$ cat src/shared/jtp_pkg.sv
// jtp_pkg: states, instruction codes and widths for the test access port
// assumes: used by the tap controller and by the testbench tb_top
package jtp_pkg;
    // sixteen controller states
    typedef enum logic [3:0]
    {
        st_reset, st_idle, st_sel_dr, st_cap_dr, st_shift_dr, st_exit1_dr,
        st_pause_dr, st_exit2_dr, st_upd_dr, st_sel_ir, st_cap_ir,
        st_shift_ir, st_exit1_ir, st_pause_ir, st_exit2_ir, st_upd_ir
    } jtp_state_e;
    localparam int IR_WIDTH = 3;                  // instruction length
    localparam logic [2:0] IR_CAPTURE = 3'h4;     // fixed capture pattern 100
    localparam logic [2:0] INS_EXTEST = 3'h0;     // boundary drive
    localparam logic [2:0] INS_SAMPLE = 3'h1;     // sample / preload
    localparam logic [2:0] INS_IDCODE = 3'h2;     // identification
    localparam logic [2:0] INS_BYPASS = 3'h7;     // one-stage bypass
    localparam int ID_WIDTH = 32;                 // identification width
    localparam logic [31:0] ID_VALUE = 32'h0000_1001; // arbitrary value
    localparam int SYNC_STAGES = 3;               // pin sampler depth
endpackage

$ cat src/shared/jtp_pins_if.sv
// jtp_pins_if: cleaned test pin levels and edge pulses on the system clock
// assumes: filled by the sampler, read by the controller
`timescale 1ns/1ps
`default_nettype none
interface jtp_pins_if;
    logic tck_rise; // one-cycle pulse at rising test clock edge
    logic tck_fall; // one-cycle pulse at falling test clock edge
    logic tms;      // settled mode select
    logic tdi;      // settled serial input
    modport source (output tck_rise, tck_fall, tms, tdi);
    modport sink (input tck_rise, tck_fall, tms, tdi);
endinterface
`default_nettype wire

$ cat src/logic/jtp_pin_sampler.sv
// jtp_pin_sampler: three-flop sampling of test pins, edge finding on tck
// assumes: pins are asynchronous to clock; a change counts when stages agree
`timescale 1ns/1ps
`default_nettype none
module jtp_pin_sampler
(
    input wire logic clock,
    input wire logic rst,
    input wire logic clk_en,
    input wire logic tck,
    input wire logic tms,
    input wire logic tdi,
    jtp_pins_if.source pins
);
    typedef struct packed
    {
        logic [2:0] s1;   // first stage, read only by second
        logic [2:0] s2;
        logic [2:0] s3;
        logic [2:0] lvl;  // accepted levels
        logic rise;
        logic fall;
    } jtp_smp_s;
    jtp_smp_s r;
    jtp_smp_s next_r;

    // a level is accepted once stages two and three agree
    always_comb
    begin
        next_r = r;
        next_r.s1 = {tck, tms, tdi};
        next_r.s2 = r.s1;
        next_r.s3 = r.s2;
        for (int i = 0; i < 3; i++)
        begin
            if (r.s2[i] == r.s3[i])
            begin
                next_r.lvl[i] = r.s3[i];
            end
        end
        next_r.rise = next_r.lvl[2] & ~r.lvl[2];
        next_r.fall = ~next_r.lvl[2] & r.lvl[2];
    end

    // register stage, frozen while clock enable is low
    always_ff @(posedge clock or posedge rst)
    begin
        if (rst)
        begin
            r <= '0;
        end
        else if (clk_en)
        begin
            r <= next_r;
        end
    end

    assign pins.tck_rise = r.rise & clk_en;
    assign pins.tck_fall = r.fall & clk_en;
    assign pins.tms = r.lvl[1];
    assign pins.tdi = r.lvl[0];
endmodule // jtp_pin_sampler
`default_nettype wire

$ cat src/logic/jtp_tap.sv
// jtp_tap: test access port controller with instruction, bypass,
// identification and boundary scan registers
// assumes: tester drives tck, tms, tdi; tck far slower than clock
//
// Summary of operation
// - sixteen states, advanced by tms on tck rise
// - reset state: test off, load identification instruction
// - five tms-high edges always reach reset
// - idle holds on tms low, else select-dr
// - select-dr: low captures, high to select-ir
// - capture-dr loads pins for extest or sample
// - capture-dr: high exit1, low shift
// - shift-dr moves selected register toward tdo
// - exit1-dr: high update, low pause
// - pause-dr holds; high goes to exit2
// - exit2-dr: high update, low shift
// - boundary latch updates on falling edge only
// - select-ir: low capture-ir, high reset
// - capture-ir loads fixed pattern 100
// - capture-ir: high exit1-ir, low shift-ir
`timescale 1ns/1ps
`default_nettype none
module jtp_tap
#(
    parameter int BSR_LEN = 8 // boundary scan cells
)
(
    input wire logic clock,
    input wire logic rst,
    input wire logic clk_en,
    input wire logic tck,
    input wire logic tms,
    input wire logic tdi,
    input wire logic [BSR_LEN-1:0] pin_in,
    output logic tdo,
    output logic tdo_oe,
    output logic [BSR_LEN-1:0] bsr_out,
    output logic test_active
);
    // elaboration check: a one-cell chain is not supported, since
    // the boundary shift slice below would then run backwards
    if (BSR_LEN < 2)
    begin : g_bad_len
        $error("BSR_LEN must be at least two");
    end

    jtp_pins_if pins ();

    // pin cleanup and edge finding
    jtp_pin_sampler u_sampler
    (
        .clock(clock),
        .rst(rst),
        .clk_en(clk_en),
        .tck(tck),
        .tms(tms),
        .tdi(tdi),
        .pins(pins)
    );

    ////////////////////////////////////////////////////////////////////////
    typedef struct packed
    {
        jtp_pkg::jtp_state_e st;
        logic [jtp_pkg::IR_WIDTH-1:0] ir_sh;  // instruction shift path
        logic [jtp_pkg::IR_WIDTH-1:0] ir;     // current instruction
        logic bypass;
        logic [jtp_pkg::ID_WIDTH-1:0] id_sh;
        logic [BSR_LEN-1:0] bsr_sh;           // boundary shift path
        logic [BSR_LEN-1:0] bsr_lat;          // boundary parallel latch
        logic tdo;
        logic tdo_oe;
        logic active;
    } jtp_tap_s;
    jtp_tap_s r;
    jtp_tap_s next_r;

    logic bsr_sel; // boundary register on the serial path
    logic id_sel;  // identification register on the serial path
    logic ser_out; // bit presented toward tdo

    ////////////////////////////////////////////////////////////////////////
    // register selection from current instruction
    always_comb
    begin
        bsr_sel = (r.ir == jtp_pkg::INS_EXTEST) ||
                  (r.ir == jtp_pkg::INS_SAMPLE);
        id_sel = (r.ir == jtp_pkg::INS_IDCODE);
        if (r.st == jtp_pkg::st_shift_ir)
        begin
            ser_out = r.ir_sh[0];
        end
        else if (bsr_sel)
        begin
            ser_out = r.bsr_sh[0];
        end
        else if (id_sel)
        begin
            ser_out = r.id_sh[0];
        end
        else
        begin
            ser_out = r.bypass;
        end
    end

    ////////////////////////////////////////////////////////////////////////
    // state walk and register actions
    always_comb
    begin
        next_r = r;
        if (pins.tck_rise)
        begin
            // actions of the state being left, on the rising edge
            unique case (r.st)
                jtp_pkg::st_cap_dr:
                begin
                    if (bsr_sel)
                    begin
                        next_r.bsr_sh = pin_in;
                    end
                    next_r.id_sh = jtp_pkg::ID_VALUE;
                    next_r.bypass = 1'b0;
                end
                jtp_pkg::st_shift_dr:
                begin
                    // only the selected register moves
                    if (bsr_sel)
                    begin
                        next_r.bsr_sh = {pins.tdi, r.bsr_sh[BSR_LEN-1:1]};
                    end
                    else if (id_sel)
                    begin
                        next_r.id_sh =
                            {pins.tdi, r.id_sh[jtp_pkg::ID_WIDTH-1:1]};
                    end
                    else
                    begin
                        next_r.bypass = pins.tdi;
                    end
                end
                jtp_pkg::st_cap_ir:
                begin
                    next_r.ir_sh = jtp_pkg::IR_CAPTURE;
                end
                jtp_pkg::st_shift_ir:
                begin
                    next_r.ir_sh =
                        {pins.tdi, r.ir_sh[jtp_pkg::IR_WIDTH-1:1]};
                end
                default:
                begin
                    // other states leave every register alone
                end
            endcase
            // next state from sampled tms
            unique case (r.st)
                jtp_pkg::st_reset:
                    next_r.st = pins.tms ? jtp_pkg::st_reset
                                         : jtp_pkg::st_idle;
                jtp_pkg::st_idle:
                    next_r.st = pins.tms ? jtp_pkg::st_sel_dr
                                         : jtp_pkg::st_idle;
                jtp_pkg::st_sel_dr:
                    next_r.st = pins.tms ? jtp_pkg::st_sel_ir
                                         : jtp_pkg::st_cap_dr;
                jtp_pkg::st_cap_dr:
                    next_r.st = pins.tms ? jtp_pkg::st_exit1_dr
                                         : jtp_pkg::st_shift_dr;
                jtp_pkg::st_shift_dr:
                    next_r.st = pins.tms ? jtp_pkg::st_exit1_dr
                                         : jtp_pkg::st_shift_dr;
                jtp_pkg::st_exit1_dr:
                    next_r.st = pins.tms ? jtp_pkg::st_upd_dr
                                         : jtp_pkg::st_pause_dr;
                jtp_pkg::st_pause_dr:
                    next_r.st = pins.tms ? jtp_pkg::st_exit2_dr
                                         : jtp_pkg::st_pause_dr;
                jtp_pkg::st_exit2_dr:
                    next_r.st = pins.tms ? jtp_pkg::st_upd_dr
                                         : jtp_pkg::st_shift_dr;
                jtp_pkg::st_upd_dr:
                    next_r.st = pins.tms ? jtp_pkg::st_sel_dr
                                         : jtp_pkg::st_idle;
                jtp_pkg::st_sel_ir:
                    next_r.st = pins.tms ? jtp_pkg::st_reset
                                         : jtp_pkg::st_cap_ir;
                jtp_pkg::st_cap_ir:
                    next_r.st = pins.tms ? jtp_pkg::st_exit1_ir
                                         : jtp_pkg::st_shift_ir;
                jtp_pkg::st_shift_ir:
                    next_r.st = pins.tms ? jtp_pkg::st_exit1_ir
                                         : jtp_pkg::st_shift_ir;
                jtp_pkg::st_exit1_ir:
                    next_r.st = pins.tms ? jtp_pkg::st_upd_ir
                                         : jtp_pkg::st_pause_ir;
                jtp_pkg::st_pause_ir:
                    next_r.st = pins.tms ? jtp_pkg::st_exit2_ir
                                         : jtp_pkg::st_pause_ir;
                jtp_pkg::st_exit2_ir:
                    next_r.st = pins.tms ? jtp_pkg::st_upd_ir
                                         : jtp_pkg::st_shift_ir;
                jtp_pkg::st_upd_ir:
                    next_r.st = pins.tms ? jtp_pkg::st_sel_dr
                                         : jtp_pkg::st_idle;
            endcase
        end
        if (pins.tck_fall)
        begin
            // update latches and serial output on the falling edge
            if (r.st == jtp_pkg::st_upd_dr && bsr_sel)
            begin
                next_r.bsr_lat = r.bsr_sh;
            end
            if (r.st == jtp_pkg::st_upd_ir)
            begin
                next_r.ir = r.ir_sh;
            end
            // driven only while a shift state is active
            next_r.tdo_oe = (r.st == jtp_pkg::st_shift_dr) ||
                            (r.st == jtp_pkg::st_shift_ir);
            next_r.tdo = ser_out;
        end
        // reset state keeps identification and test logic off
        if (r.st == jtp_pkg::st_reset)
        begin
            next_r.ir = jtp_pkg::INS_IDCODE;
        end
        next_r.active = (r.ir == jtp_pkg::INS_EXTEST) &&
                        (r.st != jtp_pkg::st_reset);
    end

    ////////////////////////////////////////////////////////////////////////
    // state register, frozen while clock enable is low
    always_ff @(posedge clock or posedge rst)
    begin
        if (rst)
        begin
            r <= '{st: jtp_pkg::st_reset, ir: jtp_pkg::INS_IDCODE,
                   default: '0};
        end
        else if (clk_en)
        begin
            r <= next_r;
        end
    end

    assign tdo = r.tdo;
    assign tdo_oe = r.tdo_oe;
    assign bsr_out = r.bsr_lat;
    assign test_active = r.active;
endmodule // jtp_tap
`default_nettype wire

$ cat config.mk
export PLATFORM = sky130hd
export DESIGN_NAME = jtp_tap
export DESIGN_NICKNAME = d
export VERILOG_FILES = /design/src/shared/jtp_pkg.sv /design/src/shared/jtp_pins_if.sv /design/src/logic/jtp_pin_sampler.sv /design/src/logic/jtp_tap.sv
export SDC_FILE = /design/constraint.sdc
export NUM_CORES = 1
export LEC_CHECK = 0
export ABC_AREA = 1
export BUFFER_PORTS_ARGS = -buffer_cell sky130_fd_sc_hd__clkbuf_2
export CAP_MARGIN = 0
export CORE_ASPECT_RATIO = 0.6
export CORE_MARGIN = 2
export CORE_UTILIZATION = 43
export CTS_CLUSTER_DIAMETER = 150
export DETAILED_ROUTE_END_ITERATION = 10
export REMOVE_ABC_BUFFERS = 1
export SETUP_SLACK_MARGIN = 0.02
export SLEW_MARGIN = 20
export SYNTH_ARGS = -nofsm -noshare
export SYNTH_HDL_FRONTEND = slang
export SYNTH_SLANG_ARGS = --single-unit
$ cat constraint.sdc
create_clock -name clock -period 7 [get_ports clock]
set_input_delay 2.1 -clock clock [delete_from_list [all_inputs] [get_ports clock]]
set_output_delay 2.1 -clock clock [all_outputs]
set_load 0.02 [all_outputs]
==> key figures <==
Setup path
  – CP delay by family, top: simple AND/OR/NAND/NOR gates
  – Worst path cell trace: clkbuf_2 -> nand2_2 -> inv_2 -> nand2_1 -> inv_2 -> nand2_4 -> nand2_1 -> o21ai_2
  – Setup crit start: clk_en
  – Buf/Inv on CP: 3
  – Crit path DAT: 3630 ps
  – WS Path Type: in -> reg
  – Worst-path fanout max: 63
  – Crit. End Element: flip-flop
  – Reg-to-Reg Start: r[60]$_DFFE_PP0P_
  – Setup crit start kind: input port
  – Slowest stage delay, CP: 380 ps
  – WP data required: 7190 ps
  – Worst path slowest cell: nand2_4

CTS
  – H-tree depth: 3
  – Clock transition at path regs: 50 ps
  – Clock buffer depth: 2
  – Hold-fix buffers, CTS: 0
  – CTS Buf Count: 9
  – CTS sink cnt: 76
  – Root buf cell: clkbuf_16
  – Clock latency on the worst-skew pair: 330 ps
  – CTS tree: built
  – Post-CTS setup buffers: 0
  – Post-cts resize count: 0

Route
  – Final WL: 6.67 mm
  – Vias/cell: 4.77
  – ANT nets after route: 0
  – DRT iter0 DRCs: 171
  – Post-DR wirelength/cell: 12.0 microns
  – Drt pass-1 iters: 4
  – Vias post-DR: 2645
  – Residual DRC count: 0

Global route
  – Initial antenna violation count: 0
  – Vias in the first global route: 2357
  – Met2 Use GR: 0.185
  – Largest net degree at the start of global routing: 77
  – Total grt overflow: 0
  – Met1 Use GR: 0.247
  – GRT Util Overall: 0.154
  – Busiest grt layer: met1
  – First-pass GRT wire length: 11.8 mm
  – Met3 Usage GRT: 0.0548

Floorplanning
  – Rows: 26
  – Core region area: 8460 sq um
  – Die height: 76.2 microns
  – I/O pins: 25
  – DIE WIDTH: 124 microns
  – Initial core utilization: 0.441
  – Die area: 9460 sq um

Finish
  – Fraction of layout instances using a drive strength above 1: 0.201
  – Design Area, Final: 4080 sq um
  – # fillers: 840
  – Util after Layout: 0.482
  – Area growth, synth to finish: 9.29%
  – Fin cells: 554
  – Antenna fix cells: 0
  – Area of the multi-input gates: 1480 sq um
  – Storage element area: 1900 sq um
  – Final #Nets: 451

Timing
  – Worst clock skew: 6.94 ps
  – Relative slew slack: 0.369
  – Final hold violations: 0
  – WHS: 471 ps
  – Setup_tns: 0 ps
  – Tmin final: 3450 ps
  – Setup Viol. Count Final: 0
  – FMAX: 0.290 GHz
  – Setup WS post-layout: 3550 ps
  – Final worst-path cycle share: 0.492
  – Worst Max-Slew Pin Slew: 947 ps
  – Unrepaired setup endpoints after global routing: false
  – Pins Over Slew Limit: 0

Synth
  – Yosys reg bits: 76
  – Mapped Area: 3730 sq um
  – Commonest cells in the synthesized netlist: nand2_1, dfrtp_1, nor2_1
  – Ys flop type: dfrtp_1
  – Most instantiated library cell after synthesis: nand2_1
  – Post-synth EDFFs: 0
  – Sequential-to-total area share from yosys stat: 0.510
  – Async SR Flop Fraction: 1.00
  – Cell taking the most area after synthesis: dfrtp_1
  – Top-area cell type share of the netlist area: 0.503
  – YS warnings: 0
  – Post-Syn Area per Cell: 8.70 sq um
  – Gate Count Post-Synth: 429
  – Top post-synthesis cells by area: dfrtp_1, nand2_1, o21ai_2
  – Distinct cell type count after synthesis: 32

Worst hold path
  – Hold Path Class: reg -> reg
  – Hold Startpoint: u_sampler.next_r[8]$_DFFE_PP0P_

Power
  – Pwr Total: 1.22 mW
  – Worst vdd rail ir drop: 0.169 mV
  – Leak Pwr: 2.00 nW
  – Pwr Density: 300 nW/um^2

Job
  – Max capacitance violation total: 0

Place
  – Area post-placement: 3770 sq um
  – Hpwl dp: 4.41 mm
  – Placed Cells: 538
  – RePlAce Congestion: 0.876
  – Post-place setup slack: 3210 ps
  – PortBufs: 24

Status
  – Outcome: completed
[cell families (layout without fill, tap and decap cells)]
kind of cell,after synthesis,count (layout),synth area share
and+or+nand+nor,209,209,0.245
DFF,76,76,0.510
AOI/OAI and AO/OA,86,86,0.153
buffers and inverters,58,71,0.0922
[power breakdown]
| group | switching, mW | leakage [nW] | internal [mW] |
|---|---|---|---|
| logic | 0.165 | 0.865 | 0.0726 |
| registers | 0.0477 | 0.980 | 0.470 |
| clock network | 0.163 | 0.150 | 0.306 |
[path summary, 6_finish.rpt]
check | slack [ps] | endpoint | depth (start not counted)
worst max-delay path | 3550 | r[36]$_DFFE_PP0P_ | 8
worst min-delay path | 470 | u_sampler.next_r[8]$_DFFE_PP0P_ | 2
worst max register to register | 4910 | r[36]$_DFFE_PP0P_ | 7
worst min register to register | 470 | u_sampler.next_r[8]$_DFFE_PP0P_ | 2
max in group asynchronous | 4340 | r[59]$_DFFE_PP0P_ | 3
min in group asynchronous | 2050 | r[35]$_DFFE_PP0P_ | 3
[metal layers]
| layer | part of all wire | wire length, microns |
|---|---|---|
| met3 | 0.054 | 359 |
| met1 | 0.57 | 3830 |
| met4 | 0.0088 | 59 |
| met2 | 0.36 | 2430 |
| met5 | 0 | 0 |
[flip-flops by register name (all words and copies together), names as in the netlist]
| register | count |
|---|---|
| r | 51 |
| bsr_out | 8 |
| u_sampler.next_r | 6 |
| u_sampler.r | 6 |
| tdo | 1 |
| tdo_oe | 1 |
| test_active | 1 |
| u_sampler.pins.tdi | 1 |
| u_sampler.pins.tms | 1 |
[placed cells by master, fill, tap and decap left out, types with 2 or more instances in the layout]
cell type,n
a21oi_1,16
clkbuf_1,3
clkbuf_16,9
clkbuf_2,24
clkbuf_8,3
dfrtp_1,75
inv_1,24
inv_2,5
nand2_1,145
nand2_2,2
nand2_4,2
nand3_1,15
nand3b_1,2
nor2_1,34
nor2_4,4
o21ai_0,28
o21ai_1,4
o21ai_2,31
o22ai_1,2
[worst min-delay path: cells and delay by family (launching register included)]
kind / cells / cell delay, ps
flip-flops: 1 / 340
AND/OR/NAND/NOR: 2 / 100
[cell type report]
| type | instances | share of cell area |
|---|---|---|
| inverters | 30 | 0.0282 |
| clock inverters | 1 | 0.00736 |
| multi-input cells | 295 | 0.364 |
| clock buffers | 15 | 0.0681 |
| repair buffers | 25 | 0.0313 |
| well taps | 112 | 0.0344 |
| flip-flops and latches | 76 | 0.467 |
Note: power is estimated with default switching activity, not from simulation.
